<file path="config.mk">
export PLATFORM = sky130hd
export DESIGN_NAME = amp_status_error_regs
export DESIGN_NICKNAME = d
export VERILOG_FILES = /design/src/logic/amp_regs_pkg.sv /design/src/logic/amp_status_error_regs.sv
export SDC_FILE = /design/constraint.sdc
export NUM_CORES = 1
export LEC_CHECK = 0
export BUFFER_PORTS_ARGS = -buffer_cell sky130_fd_sc_hd__buf_2
export CAP_MARGIN = 30
export CORE_MARGIN = 2
export CORE_UTILIZATION = 29
export DETAILED_ROUTE_END_ITERATION = 10
export PLACE_DENSITY = 0.57
export SETUP_SLACK_MARGIN = 0.2
export SYNTH_ARGS = -nofsm -noshare
export SYNTH_HDL_FRONTEND = slang
export SYNTH_SLANG_ARGS = --single-unit
</file>
<file path="constraint.sdc">
create_clock -name clk -period 2.95 [get_ports clk]
set_input_delay 0.59 -clock clk [delete_from_list [all_inputs] [get_ports clk]]
set_output_delay 0.59 -clock clk [all_outputs]
set_load 0.05 [all_outputs]
</file>
<file path="src/logic/amp_regs_pkg.sv">
// Purpose: Shared constants and types for the amplifier status register bank
// Assumes: Plain register port, 9-bit byte address, 8-bit data
// Notes:   Times are in their own unit; cycle counts derive in the top module
package amp_regs_pkg;

	localparam int ADDR_W = 9;

	localparam logic [8:0] POWER_MODE_STATUS_ADDR      = 9'h0bd;
	localparam logic [8:0] MOD_INDEX_CH0_ADDR          = 9'h0be;
	localparam logic [8:0] MOD_INDEX_CH1_ADDR          = 9'h0bf;
	localparam logic [8:0] ERROR_TRIGGER_CLEAR_ADDR    = 9'h109;
	localparam logic [8:0] SYSTEM_ERROR_LIVE_ADDR      = 9'h11a;
	localparam logic [8:0] CHANNEL0_ERROR_LATCHED_ADDR = 9'h11c;
	localparam logic [8:0] CHANNEL1_ERROR_LATCHED_ADDR = 9'h11d;
	localparam logic [8:0] SYSTEM_ERROR_LATCHED_ADDR   = 9'h11e;
	localparam logic [8:0] UNMUTE_DELAY_SELECT_ADDR    = 9'h142;
	localparam logic [8:0] MODULATOR_PHASE_DELAY_ADDR  = 9'h15f;
	localparam logic [8:0] SYNC_CONTROL_ADDR           = 9'h027;

	localparam int CLEAR_BIT    = 1;
	localparam int SYNC_IN_BIT  = 0;
	localparam int SYNC_OUT_BIT = 1;
	localparam int FAST_BIT     = 2;

	localparam logic [7:0] SYS_ERR_MASK = 8'hf7;
	localparam logic [4:0] CH_ERR_MASK  = 5'h0d;

	localparam logic [3:0] UNMUTE_RST   = 4'h3;
	localparam logic [3:0] UNMUTE_SHORT = 4'hd;
	localparam logic [6:0] PHASE_RST    = 7'h00;
	localparam logic [2:0] SYNC_RST     = 3'h4;

	localparam int UNMUTE_LONG_MS  = 300;
	localparam int UNMUTE_SHORT_MS = 30;
	localparam int CLK_KHZ         = 125000;

	localparam logic [13:0] SYNC_SLOW_DIV = 14'h3000;
	localparam logic [13:0] SYNC_FAST_DIV = 14'h000c;
	localparam logic [2:0]  SYNC_LOW_CYC  = 3'h4;

	typedef struct packed {
		logic [8:0] addr;
		logic [7:0] wdata;
		logic       wr;
		logic       rd;
	} bus_req_t;

	typedef struct packed {
		logic [2:0] power_profile_chan0;
		logic [2:0] power_profile_chan1;
		logic [7:0] mod_index_chan0;
		logic [7:0] mod_index_chan1;
		logic [7:0] system_error_bits;
		logic [4:0] chan0_error_bits;
		logic [4:0] chan1_error_bits;
	} status_in_t;

	typedef enum logic [1:0] {MUTED, COUNTING, PLAYING} mute_state_t;

endpackage : amp_regs_pkg

</file>
<file path="src/logic/amp_status_error_regs.sv">
// Purpose: Status, error and timing-control registers of the amplifier
// Assumes: Status and error inputs come from logic on clk; pins do not
// Notes:   Read data stands for exactly one cycle after the read strobe
//
// Function
// - Status register shows channel 0 power mode in 2:0, channel 1 in 5:3
// - Each channel shows an eight-bit modulation index, 0 to 255 linear
// - Writing one to bit 1 clears the error trigger; zero leaves it
// - Live system error vector shows current conditions, bit 3 reserved
// - Accumulated system error vector records every condition seen
// - Channel 0 accumulated vector: DC, flying cap, over-current bits
// - Channel 1 accumulated vector laid out as channel 0
// - Four-bit code selects delay from mute release to playback
// - Seven-bit phase delays PWM in 22.5 degree steps, 16 wraps to 0
// - Phase offset applies while PWM synchronisation is active
// - Sync pin as input or open-drain output; slow or fast rate
//
// Strobed register access was left to the implementer.
`timescale 1ns/1ns
module amp_status_error_regs #(
	parameter int UNMUTE_LONG_CYC  = amp_regs_pkg::UNMUTE_LONG_MS *
		amp_regs_pkg::CLK_KHZ,
	parameter int UNMUTE_SHORT_CYC = amp_regs_pkg::UNMUTE_SHORT_MS *
		amp_regs_pkg::CLK_KHZ
) (
	input  wire logic                     clk,
	input  wire logic                     sys_rst,
	input  wire amp_regs_pkg::bus_req_t   bus_req,
	output logic [7:0]                    rd_data,
	input  wire amp_regs_pkg::status_in_t status_in,
	input  wire logic                     mute_input_pin,
	input  wire logic                     fs_tick,
	input  wire logic                     pwm_slot_tick,
	input  wire logic                     clip_sync_pin_in,
	output logic                          clip_sync_pin_out,
	output logic                          clip_sync_pin_oe,
	output logic                          audio_play,
	output logic                          pwm_start,
	output logic                          error_trigger
);
	import amp_regs_pkg::*;

	logic [7:0]  rd_data_q;
	logic [5:0]  power_mode_q;
	logic [7:0]  mod0_q;
	logic [7:0]  mod1_q;
	logic [7:0]  sys_live_q;
	logic [7:0]  sys_acc_q;
	logic [7:0]  sys_acc_d;
	logic [4:0]  ch0_acc_q;
	logic [4:0]  ch0_acc_d;
	logic [4:0]  ch1_acc_q;
	logic [4:0]  ch1_acc_d;
	logic        trig_q;
	logic [3:0]  unmute_sel_q;
	logic [6:0]  phase_q;
	logic [2:0]  sync_ctl_q;
	logic        clr_wr;
	logic        mute_meta_q;
	logic        mute_sync_q;
	mute_state_t mute_state_q;
	logic [25:0] unmute_cnt_q;
	logic [25:0] unmute_last;
	logic        play_q;
	logic [13:0] sync_div_q;
	logic [13:0] sync_div_last;
	logic        sync_out_next;
	logic [2:0]  sync_low_q;
	logic        sync_oe_q;
	logic        sync_meta_q;
	logic        sync_in_q;
	logic        sync_prev_q;
	logic        sync_fall;
	logic        sync_active;
	logic [3:0]  slot_q;
	logic [3:0]  phase_eff;
	logic        start_q;

	assign rd_data           = rd_data_q;
	assign clip_sync_pin_out = 1'b0;
	assign clip_sync_pin_oe  = sync_oe_q;
	assign audio_play        = play_q;
	assign pwm_start         = start_q;
	assign error_trigger     = trig_q;

	assign clr_wr = bus_req.wr &&
		bus_req.addr == ERROR_TRIGGER_CLEAR_ADDR &&
		bus_req.wdata[CLEAR_BIT];

	// Status snapshot, refreshed every cycle
	always_ff @(posedge clk) begin
		if (sys_rst) begin
			power_mode_q <= 6'h00;
			mod0_q       <= 8'h00;
			mod1_q       <= 8'h00;
			sys_live_q   <= 8'h00;
		end else begin
			power_mode_q <= {status_in.power_profile_chan1,
				status_in.power_profile_chan0};
			mod0_q       <= status_in.mod_index_chan0;
			mod1_q       <= status_in.mod_index_chan1;
			sys_live_q   <= status_in.system_error_bits & SYS_ERR_MASK;
		end
	end

	// A new error wins over a clear in the same cycle
	always_comb begin
		sys_acc_d = (clr_wr ? 8'h00 : sys_acc_q) |
			(status_in.system_error_bits & SYS_ERR_MASK);
		ch0_acc_d = (clr_wr ? 5'h00 : ch0_acc_q) |
			(status_in.chan0_error_bits & CH_ERR_MASK);
		ch1_acc_d = (clr_wr ? 5'h00 : ch1_acc_q) |
			(status_in.chan1_error_bits & CH_ERR_MASK);
	end

	always_ff @(posedge clk) begin
		if (sys_rst) begin
			sys_acc_q <= 8'h00;
			ch0_acc_q <= 5'h00;
			ch1_acc_q <= 5'h00;
			trig_q    <= 1'b0;
		end else begin
			sys_acc_q <= sys_acc_d;
			ch0_acc_q <= ch0_acc_d;
			ch1_acc_q <= ch1_acc_d;
			trig_q    <= |{sys_acc_d, ch0_acc_d, ch1_acc_d};
		end
	end

	// Writable control registers
	always_ff @(posedge clk) begin
		if (sys_rst) begin
			unmute_sel_q <= UNMUTE_RST;
			phase_q      <= PHASE_RST;
			sync_ctl_q   <= SYNC_RST;
		end else if (bus_req.wr) begin
			case (bus_req.addr)
				UNMUTE_DELAY_SELECT_ADDR: begin
					unmute_sel_q <= bus_req.wdata[3:0];
				end
				MODULATOR_PHASE_DELAY_ADDR: begin
					phase_q <= bus_req.wdata[6:0];
				end
				SYNC_CONTROL_ADDR: begin
					sync_ctl_q <= bus_req.wdata[2:0];
				end
				default: begin
				end
			endcase
		end
	end

	// Read port; unmapped addresses and the clear register read zero
	always_ff @(posedge clk) begin
		if (sys_rst) begin
			rd_data_q <= 8'h00;
		end else if (bus_req.rd) begin
			case (bus_req.addr)
				POWER_MODE_STATUS_ADDR: begin
					rd_data_q <= {2'b00, power_mode_q};
				end
				MOD_INDEX_CH0_ADDR: begin
					rd_data_q <= mod0_q;
				end
				MOD_INDEX_CH1_ADDR: begin
					rd_data_q <= mod1_q;
				end
				SYSTEM_ERROR_LIVE_ADDR: begin
					rd_data_q <= sys_live_q;
				end
				CHANNEL0_ERROR_LATCHED_ADDR: begin
					rd_data_q <= {3'b000, ch0_acc_q};
				end
				CHANNEL1_ERROR_LATCHED_ADDR: begin
					rd_data_q <= {3'b000, ch1_acc_q};
				end
				SYSTEM_ERROR_LATCHED_ADDR: begin
					rd_data_q <= sys_acc_q;
				end
				UNMUTE_DELAY_SELECT_ADDR: begin
					rd_data_q <= {4'h0, unmute_sel_q};
				end
				MODULATOR_PHASE_DELAY_ADDR: begin
					rd_data_q <= {1'b0, phase_q};
				end
				SYNC_CONTROL_ADDR: begin
					rd_data_q <= {5'h00, sync_ctl_q};
				end
				default: begin
					rd_data_q <= 8'h00;
				end
			endcase
		end else begin
			rd_data_q <= 8'h00;
		end
	end

	// Mute pin synchroniser
	always_ff @(posedge clk) begin
		if (sys_rst) begin
			mute_meta_q <= 1'b0;
			mute_sync_q <= 1'b0;
		end else begin
			mute_meta_q <= mute_input_pin;
			mute_sync_q <= mute_meta_q;
		end
	end

	// Only the short code selects the short delay; all others the long one
	assign unmute_last = (unmute_sel_q == UNMUTE_SHORT) ?
		26'(UNMUTE_SHORT_CYC - 1) : 26'(UNMUTE_LONG_CYC - 1);

	always_ff @(posedge clk) begin
		if (sys_rst) begin
			mute_state_q <= MUTED;
			unmute_cnt_q <= 26'h0000000;
			play_q       <= 1'b0;
		end else if (!mute_sync_q) begin
			mute_state_q <= MUTED;
			unmute_cnt_q <= 26'h0000000;
			play_q       <= 1'b0;
		end else begin
			case (mute_state_q)
				MUTED: begin
					mute_state_q <= COUNTING;
					unmute_cnt_q <= 26'h0000000;
				end
				COUNTING: begin
					if (unmute_cnt_q >= unmute_last) begin
						mute_state_q <= PLAYING;
						play_q       <= 1'b1;
					end else begin
						unmute_cnt_q <= unmute_cnt_q + 26'h0000001;
					end
				end
				PLAYING: begin
					play_q <= 1'b1;
				end
				default: begin
					mute_state_q <= MUTED;
					play_q       <= 1'b0;
				end
			endcase
		end
	end

	// Sync output: open-drain low pulse every fs/12288 or fs/12
	assign sync_div_last = (sync_ctl_q[FAST_BIT] ? SYNC_FAST_DIV :
		SYNC_SLOW_DIV) - 14'h0001;
	assign sync_out_next =
		(bus_req.wr && bus_req.addr == SYNC_CONTROL_ADDR) ?
		bus_req.wdata[SYNC_OUT_BIT] : sync_ctl_q[SYNC_OUT_BIT];

	always_ff @(posedge clk) begin
		if (sys_rst) begin
			sync_div_q <= 14'h0000;
			sync_low_q <= 3'h0;
			sync_oe_q  <= 1'b0;
		end else begin
			if (fs_tick) begin
				if (sync_div_q >= sync_div_last) begin
					sync_div_q <= 14'h0000;
				end else begin
					sync_div_q <= sync_div_q + 14'h0001;
				end
			end
			if (sync_out_next && fs_tick && sync_div_q >= sync_div_last) begin
				sync_low_q <= SYNC_LOW_CYC;
				sync_oe_q  <= 1'b1;
			end else if (sync_low_q > 3'h1 && sync_out_next) begin
				sync_low_q <= sync_low_q - 3'h1;
			end else begin
				sync_low_q <= 3'h0;
				sync_oe_q  <= 1'b0;
			end
		end
	end

	// Sync input synchroniser and falling-edge detect
	always_ff @(posedge clk) begin
		if (sys_rst) begin
			sync_meta_q <= 1'b1;
			sync_in_q   <= 1'b1;
			sync_prev_q <= 1'b1;
		end else begin
			sync_meta_q <= clip_sync_pin_in;
			sync_in_q   <= sync_meta_q;
			sync_prev_q <= sync_in_q;
		end
	end

	assign sync_fall   = sync_ctl_q[SYNC_IN_BIT] && sync_prev_q && !sync_in_q;
	assign sync_active = sync_ctl_q[SYNC_IN_BIT] || sync_ctl_q[SYNC_OUT_BIT];
	// Code 16 wraps to the same slot as code 0
	assign phase_eff   = sync_active ? phase_q[3:0] : 4'h0;

	// PWM slot counter, 16 slots of 22.5 degrees; realigned by sync input
	always_ff @(posedge clk) begin
		if (sys_rst) begin
			slot_q  <= 4'h0;
			start_q <= 1'b0;
		end else begin
			if (sync_fall) begin
				slot_q <= 4'h0;
			end else if (pwm_slot_tick) begin
				slot_q <= slot_q + 4'h1;
			end
			start_q <= pwm_slot_tick && !sync_fall &&
				slot_q == phase_eff;
		end
	end
endmodule : amp_status_error_regs

</file>
==> results.ini, run 1 <==
[yosys]
ys_async_sr_fraction_pct=0
synth-main-ff-cell=sky130_fd_sc_hd__dfxtp_1
synth_edf_count=0
synth.distinct_cells=69
ys.warnings.count=0
netlist_area_mm2=0.00593
seq_area_frac_synth_pct=42.8
synth_seq_cells=127
syn-num-nets=759
synthCells=673
avgSynthCellArea_um2=8.82

[cts]
cts_tree=built
cts_inserted_buffers=17
cts_htree_levels=4
ctsRootBufferMaster=sky130_fd_sc_hd__clkbuf_16
cts.path.max_buffers=2
insertion_delay_ps=420
cts_num_sinks=127
hold_buffers=0
cts.clk_slew.worst_paths_ps=60

[layout]
fillerInstances=2107
synthToLayoutAreaGrowth_pct=24.8
finalNetCount=854
drive_above_1_share_pct=21.6
diodes=0

[power_and_ir_drop]
switchingPower_w=0.00101
p_int_w=0.00304
ir_worst_vdd_mv=0.397
combinationalPowerShare_pct=5.3
clock_power_share_pct=50.5
power.share.switching_pct=24.9
power.density_cell_area_mw_per_mm2=547
leakagePower_nw=2.87
sequentialPowerShare_pct=44.2

[grt]
number_of_global_route_vias_before_repair=5033
first_pass_grt_wire_length_mm=25.4
maximum_number_of_pins_on_one_net_before_global_route_repair=61
antenna_found_initial=1
grt_overflow=0
grtUsageTotal_pct=14.7

[hold_path]
timing.hold.worst.class=input port to register

[floorplan]
start_util_pct=29.4
die_w_um=147
design.die.area_mm2=0.0216
floorplan.core_area_mm2=0.0202
die-height_um=147
std_cell_rows=52
design.portCount=78

[drt]
route.met2.wl_mm=7.34
drcViolationCount=0
top_routing_layer_used=met5
routed-wl-met3_um=812
avgRoutedWirePerCell_um=14.7
vias=5163
postRouteAntennaNets=0
drt_first_pass_iters=4
routed_wirelength_mm=15.5
wl_met1_mm=7.06
detail_route.vias_per_cell=4.91
drt_first_iter_violations=304

[critical_path]
cp_data_arrival_time_ps=3080
crit_type=register to register
startpoint_kind_of_the_worst_setup_timing_path=register
worst_setup_path_end_kind=register
crit_top_cell=sky130_fd_sc_hd__buf_4
crit_slowest_cell=sky130_fd_sc_hd__and4b_4
worst_path_largest_cell_delay_ps=400
timing.critical_path.cells=and4b_4 -> inv_6 -> ha_4 -> a21oi_1 -> o211ai_1 -> a32oi_1 -> buf_4 -> o211a_4 -> buf_4 -> nand2_4 -> buf_4 -> nor4_1 -> a21o_1
critPathMaxFanout=7
worstPathRequired_ps=3310

[timing]
achievable-frequency_mhz=368
period_share_pct=92.1
worst_pin_slew_ps=607
setup_repair_after_global_routing_missed_its_margin=yes
setup-violations-final=0
worst_clock_skew_ps=11.5
report.final.hold_viol_count=0
final.setup.tns_ps=0
timing.final.crit_period_ps=2720
relSlewSlack_pct=59.5
slew_violations=0
fin_ws_ps=232

[placed_design]
buffer_ports.inserted=70
detailed_place_hpwl_mm=11.1
final_weighted_congestion_in_routability_driven_placement=0.825
post-place-ws_ps=197

[flow_run]
drv_cap=0

[run_status]
run_status=complete, no violations

==> power by group through the flow <==
stage                     Combinational [W]  Sequential (W)  Clock, W
after floorplan                    0.000118         0.00182         0
after global placement             0.000208         0.00183         0
after detailed placement           0.000209         0.00183         0
after CTS                          0.000211         0.00179   0.00209
after global routing               0.000239         0.00179   0.00217
final                              0.000216         0.00179   0.00205
==> metrics by stage <==
step	std cells	cell area [um2]	hold WS, ps	power [W]	util, %
3_5_place_dp	1006	6650	392	0.00203	32.9
6_report	1051	7400	356	0.00405	36.7
5_1_grt	1051	7400	355	0.00420	36.7
4_1_cts	1041	7250	338	0.00409	35.9
3_3_place_gp	1006	6650	395	0.00203	32.9
2_1_floorplan	673	5930	389	0.00194	-
==> flip-flops by register name, summed over array words and instances (netlist names), 2 cells and up <==
name and cells:
power_mode_q 6, sync_low_q 3, mute_state_q 2, ch0_acc_q 5
mod1_q 8, mod0_q 8, sys_live_q 7, ch1_acc_q 5
slot_q 4, phase_q 7, rd_data 8, unmute_sel_q 4
unmute_cnt_q 26, sync_div_q 14, sync_ctl_q 3, sys_acc_q 8
==> Yosys cell counts (3+ instances only) <==
cell | count | area (um2)
sky130_fd_sc_hd__mux2i_1 | 17 | 170
sky130_fd_sc_hd__a31oi_1 | 8 | 50.1
sky130_fd_sc_hd__or2_2 | 6 | 37.5
sky130_fd_sc_hd__o21ai_0 | 18 | 90.1
sky130_fd_sc_hd__xor2_1 | 12 | 105
sky130_fd_sc_hd__and3_1 | 15 | 93.8
sky130_fd_sc_hd__o21a_1 | 3 | 22.5
sky130_fd_sc_hd__or4_1 | 3 | 22.5
sky130_fd_sc_hd__nor4_2 | 3 | 37.5
sky130_fd_sc_hd__o21ai_1 | 13 | 65.1
sky130_fd_sc_hd__inv_1 | 16 | 60.1
sky130_fd_sc_hd__a21oi_1 | 52 | 260
sky130_fd_sc_hd__nand2b_1 | 4 | 25.0
sky130_fd_sc_hd__dfxtp_1 | 127 | 2540
sky130_fd_sc_hd__nor2_1 | 65 | 244
sky130_fd_sc_hd__nand2_1 | 60 | 225
sky130_fd_sc_hd__xnor2_1 | 10 | 87.6
sky130_fd_sc_hd__buf_6 | 4 | 45.0
sky130_fd_sc_hd__nor3_1 | 7 | 35.0
sky130_fd_sc_hd__nor2b_1 | 34 | 213
sky130_fd_sc_hd__o211ai_1 | 3 | 22.5
sky130_fd_sc_hd__a221oi_1 | 6 | 52.6
sky130_fd_sc_hd__nand4_1 | 17 | 106
sky130_fd_sc_hd__a211o_1 | 4 | 35.0
sky130_fd_sc_hd__nand3_1 | 36 | 180
sky130_fd_sc_hd__nor3_2 | 3 | 30.0
sky130_fd_sc_hd__a22oi_1 | 12 | 90.1
sky130_fd_sc_hd__ha_1 | 21 | 263
sky130_fd_sc_hd__or3_1 | 4 | 25.0
sky130_fd_sc_hd__a21o_1 | 9 | 67.6
sky130_fd_sc_hd__nor4_1 | 15 | 93.8
sky130_fd_sc_hd__clkbuf_1 | 19 | 71.3
==> worst paths after layout <==
kind                                start  slack [ps]  cells after the start                             to
min                      clip_sync_pin_in         360                      2         sync_meta_q$_SDFF_PP1_
min reg2reg        sync_meta_q$_SDFF_PP1_         410                      1           sync_in_q$_SDFF_PP1_
max reg2reg  unmute_sel_q[1]$_SDFFE_PP1P_         230                     13  unmute_cnt_q[23]$_SDFFE_PP0P_
max          unmute_sel_q[1]$_SDFFE_PP1P_         230                     13  unmute_cnt_q[23]$_SDFFE_PP0P_
==> cells by family (layout without fill, tap and decap cells) <==
logic type / after synthesis / in the layout / share of synthesized area (%)
xor gates and xnor gates: 22 / 22 / 3.25
muxes: 19 / 19 / 3.25
and+or+nand+nor: 290 / 291 / 26.3
DFF: 127 / 127 / 42.8
other: 1 / 1 / 0.0632
adders and majority gates: 22 / 22 / 4.62
AOI/OAI and AO/OA: 149 / 149 / 16.4
buffers and inverters: 43 / 150 / 3.31
==> final cells by class <==
cell class	instances	area (um2)	area share [%]
inverter	17	68.8	0.930
tap	270	338	4.56
sequential	127	2540	34.4
clock buffer	17	425	5.75
timing repair buffer	101	596	8.04
multi-input combinational	504	3280	44.3
clock inverter	15	149	2.01
==> metal layers <==
metal / GRT usage, % / vias up
met5: 0 / -
met4: 4.95 / 2
met3: 4.19 / 18
met2: 23.9 / 117
met1: 18.6 / 2398
li1: - / 2628
==> critical path, delay by kind of cell, from the launching register on <==
family	cells	cell delay, ps
buffers and inverters	4	510
and+or+nand+nor	3	700
adders and majority gates	1	220
DFF	1	330
AOI/OAI and AO/OA	5	910
==> cell usage in the layout (no fill, tap or decap), types with 6 or more instances in the layout <==
master                      netlist  layout
sky130_fd_sc_hd__clkbuf_16        0      17
sky130_fd_sc_hd__nand4_1         17      17
sky130_fd_sc_hd__o21ai_0         18      18
sky130_fd_sc_hd__nor2_1          65      65
sky130_fd_sc_hd__a22oi_1         12      12
sky130_fd_sc_hd__xnor2_1         10      10
sky130_fd_sc_hd__a21oi_1         52      52
sky130_fd_sc_hd__inv_6            0       8
sky130_fd_sc_hd__buf_4            1      30
sky130_fd_sc_hd__or2_2            6       6
sky130_fd_sc_hd__and3_1          15      15
sky130_fd_sc_hd__nor4_1          15      13
sky130_fd_sc_hd__xor2_1          12      12
sky130_fd_sc_hd__inv_1           16      16
sky130_fd_sc_hd__o21ai_1         13      13
sky130_fd_sc_hd__nand2_1         60      60
sky130_fd_sc_hd__nor3_1           7       7
sky130_fd_sc_hd__ha_1            21      19
sky130_fd_sc_hd__dfxtp_1        127     125
sky130_fd_sc_hd__mux2i_1         17      17
sky130_fd_sc_hd__nand3_1         36      36
sky130_fd_sc_hd__nor2b_1         34      34
sky130_fd_sc_hd__a21o_1           9       9
sky130_fd_sc_hd__a221oi_1         6       6
sky130_fd_sc_hd__buf_2            1      70
sky130_fd_sc_hd__a31oi_1          8       8
==> repair_timing <==
action                                  in CTS  in global routing
endpoints found under the setup margin       8                 29
cloned                                       0                  1
buffers inserted                             3                  9
gates resized for setup                      1                 12
pin swaps                                    2                  6
endpoints found under the hold margin        0                  0
Note: power is estimated with default switching activity, not from simulation.
==> run 2, diff against run 1 <==
--- a/config.mk
+++ b/config.mk
@@ -10,7 +10,7 @@
 export CORE_MARGIN = 2
 export CORE_UTILIZATION = 29
 export DETAILED_ROUTE_END_ITERATION = 10
-export PLACE_DENSITY = 0.57
+export PLACE_DENSITY = 0.58
 export SETUP_SLACK_MARGIN = 0.2
 export SYNTH_ARGS = -nofsm -noshare
 export SYNTH_HDL_FRONTEND = slang
==> constraint.sdc (replaced) <==
create_clock -name clk -period 2.3 [get_ports clk]
set_input_delay 0.46 -clock clk [delete_from_list [all_inputs] [get_ports clk]]
set_output_delay 0.46 -clock clk [all_outputs]
set_load 0.05 [all_outputs]
==> results.ini, run 2 (synthesized netlist as in run 1, its figures left out) <==
[drt]
drt_first_iter_violations=288  ; was 304
drt_first_pass_iters=5  ; was 4
routed_wirelength_mm=16.2  ; was 15.5 mm
postRouteAntennaNets=0  ; unchanged
drcViolationCount=0  ; unchanged
avgRoutedWirePerCell_um=14.8  ; was 14.7 um
detail_route.vias_per_cell=4.93  ; was 4.91
vias=5395  ; was 5163

[grt]
number_of_global_route_vias_before_repair=5332  ; was 5033
grtUsageTotal_pct=15.6  ; was 14.7%
antenna_found_initial=0  ; was 1
first_pass_grt_wire_length_mm=26.8  ; was 25.4 mm
grt_overflow=0  ; unchanged
maximum_number_of_pins_on_one_net_before_global_route_repair=61  ; unchanged

[hold_path]
hold-path-endpoint=sync_meta_q$_SDFF_PP1_  ; unchanged
timing.hold.worst.class=input port to register  ; unchanged
holdCritStartpoint=clip_sync_pin_in  ; unchanged
min_path_cells=2  ; unchanged

[critical_path]
worst_path_largest_cell_delay_ps=340  ; was 400 ps
worst_r2r_setup_slack_ps=-260  ; was 230 ps
reg2regPathDepth=12  ; was 13
timing.critical_path.from=unmute_sel_q[1]$_SDFFE_PP1P_  ; unchanged
cp_data_arrival_time_ps=2870  ; was 3080 ps
timing.critical_path.cells=and4b_4 -> inv_4 -> ha_4 -> nand4b_1 -> nor4_2 -> nand4_1 -> buf_4 -> o211a_4 -> buf_6 -> a21oi_4 -> mux2i_1 -> nor2_1  ; was and4b_4 -> inv_6 -> ha_4 -> a21oi_1 -> o211ai_1 -> a32oi_1 -> buf_4 -> o211a_4 -> buf_4 -> nand2_4 -> buf_4 -> nor4_1 -> a21o_1
startpoint_kind_of_the_worst_setup_timing_path=register  ; unchanged
worstPathRequired_ps=2610  ; was 3310 ps
worst_setup_path_end_kind=register  ; unchanged
crit-reg2reg-launch=unmute_sel_q[1]$_SDFFE_PP1P_  ; unchanged
critPathMaxFanout=6  ; was 7
crit_type=register to register  ; unchanged
crit_slowest_cell=sky130_fd_sc_hd__and4b_4  ; unchanged
worstReg2RegEnd=audio_play$_SDFFE_PP0P_  ; was unmute_cnt_q[23]$_SDFFE_PP0P_

[cts]
ctsRootBufferMaster=sky130_fd_sc_hd__clkbuf_16  ; unchanged
cts.path.max_buffers=2  ; unchanged
cts.clk_slew.worst_paths_ps=60  ; about the same
cts_htree_levels=4  ; unchanged
cts_inserted_buffers=17  ; unchanged
insertion_delay_ps=420  ; about the same
cts_tree=built  ; unchanged
hold_buffers=0  ; unchanged
cts_num_sinks=127  ; unchanged

[floorplan]
die_w_um=147  ; unchanged
start_util_pct=29.4  ; unchanged
floorplan.core_area_mm2=0.0202  ; unchanged
design.portCount=78  ; unchanged
design.die.area_mm2=0.0216  ; unchanged
std_cell_rows=52  ; unchanged
die-height_um=147  ; unchanged

[layout]
drive_above_1_share_pct=29.0  ; was 21.6%
finalNetCount=897  ; was 854
diodes=0  ; unchanged
fillerInstances=2069  ; was 2107
final_cell_mix=sky130_fd_sc_hd__dfxtp_1, sky130_fd_sc_hd__buf_2, sky130_fd_sc_hd__buf_4  ; was sky130_fd_sc_hd__dfxtp_1, sky130_fd_sc_hd__buf_2, sky130_fd_sc_hd__nor2_1
layoutNonFillerInstCount=1094  ; was 1051
final-seq-area_mm2=0.00255  ; was 0.00254 mm2
number_of_flip_flops_in_the_largest_register=26  ; unchanged
largest_registers=unmute_cnt_q x26, sync_div_q x14  ; unchanged
layout_commonest_cell=sky130_fd_sc_hd__dfxtp_1  ; unchanged
multi_input_comb_area_mm2=0.00345  ; was 0.00328 mm2
layout.core_utilization_pct=39.5  ; was 36.7%
largest-register=unmute_cnt_q  ; unchanged
synthToLayoutAreaGrowth_pct=34.4  ; was 24.8%

[power_and_ir_drop]
clock_power_share_pct=51.1  ; was 50.5%
p_int_w=0.00404  ; was 0.00304 W
switchingPower_w=0.00126  ; was 0.00101 W
power.density_cell_area_mw_per_mm2=664  ; was 547 mW/mm2
leakagePower_nw=3.13  ; was 2.87 nW
combinationalPowerShare_pct=5.6  ; was 5.3%
power.share.switching_pct=23.7  ; was 24.9%
sequentialPowerShare_pct=43.3  ; was 44.2%
ir_worst_vdd_mv=0.476  ; was 0.397 mV

[placed_design]
dp_cells=1051  ; was 1006
buffer_ports.inserted=70  ; unchanged
final_weighted_congestion_in_routability_driven_placement=0.866  ; was 0.825
detailed_place_hpwl_mm=11.8  ; was 11.1 mm
post-place-ws_ps=-305  ; was 197 ps

[run_status]
run_status=complete, but fails checks  ; was complete, no violations
failed_checks=setup timing

[timing]
slew_violations=0  ; unchanged
relSlewSlack_pct=59.5  ; about the same
period_share_pct=111  ; was 92.1%
setup-violations-final=29  ; was 0
achievable-frequency_mhz=390  ; was 368 MHz
worst_clock_skew_ps=8.88  ; was 11.5 ps
fin_ws_ps=-263  ; was 232 ps
worst_pin_slew_ps=607  ; about the same
setup_repair_after_global_routing_missed_its_margin=yes  ; unchanged
report.final.hold_viol_count=0  ; unchanged
timing.final.crit_period_ps=2560  ; was 2720 ps

[flow_run]
drv_cap=0  ; unchanged

## run 2: worst max path at each step
| stage | cells after the start | endpoint | slack, ps |
|---|---|---|---|
| 3_3_place_gp | 11 | unmute_cnt_q[20]$_SDFFE_PP0P_ | -260 |
| 5_1_grt | 11 | unmute_cnt_q[23]$_SDFFE_PP0P_ | -420 |
| 6_report | 12 | audio_play$_SDFFE_PP0P_ | -260 |
| 4_1_cts | 11 | unmute_cnt_q[23]$_SDFFE_PP0P_ | -270 |
| 2_1_floorplan | 10 | unmute_cnt_q[20]$_SDFFE_PP0P_ | -110 |
| 3_5_place_dp | 11 | unmute_cnt_q[20]$_SDFFE_PP0P_ | -300 |
## run 2: worst max-delay path, delay by kind of cell, from the launching register on
kind                     cells  cell delay (ps)
AND/OR/NAND/NOR              5              920
AO/OA/AOI/OAI                2              390
buffers and inverters        3              350
flip-flops                   1              310
adder cells (fa/ha/maj)      1              260
multiplexers                 1              210
## run 2: routing by layer
metal	GRT usage, %	vias to the layer above	share of wire (%)
met5	0	-	0
met4	5.19	0	2.1
met3	4.07	24	4.5
met2	25.7	135	48
met1	20.0	2521	46
li1	-	2715	-
## run 2: area by class of cell
| class | count | share of cell area, % |
|---|---|---|
| clock buffer | 19 | 5.55 |
| clock inverter | 13 | 1.88 |
| inverter | 17 | 0.832 |
| multi-input combinational | 503 | 43.2 |
| sequential | 127 | 31.9 |
| tap | 270 | 4.24 |
| timing repair buffer | 145 | 12.3 |
## run 2: timing repair
| item | CTS | global route |
|---|---|---|
| hold endpoints to repair | 0 | 0 |
| buffers inserted | 8 | 3 |
| pin swaps | 12 | 15 |
| setup endpoints to repair | 31 | 41 |
| gates resized for setup | 16 | 26 |
## run 2: power groups by stage
stage	clock, W	combinational [W]	sequential, W
3_3_place_gp	0	0.000279	0.00234
6_report	0.00270	0.000295	0.00229
2_1_floorplan	0	0.000153	0.00234
5_1_grt	0.00288	0.000327	0.00230
3_5_place_dp	0	0.000282	0.00234
4_1_cts	0.00277	0.000289	0.00229
## run 2: stage by stage
stage | hold WS, ps | TNS (ps) | total power (W) | area, um2
floorplan | 389 | -1490 | 0.00249 | 6000
CTS | 225 | -5440 | 0.00535 | 7810
global placement | 393 | -4410 | 0.00262 | 7070
global route | 221 | -10760 | 0.00551 | 7970
finish | 233 | -5990 | 0.00529 | 7970
detailed placement | 393 | -5260 | 0.00262 | 7070
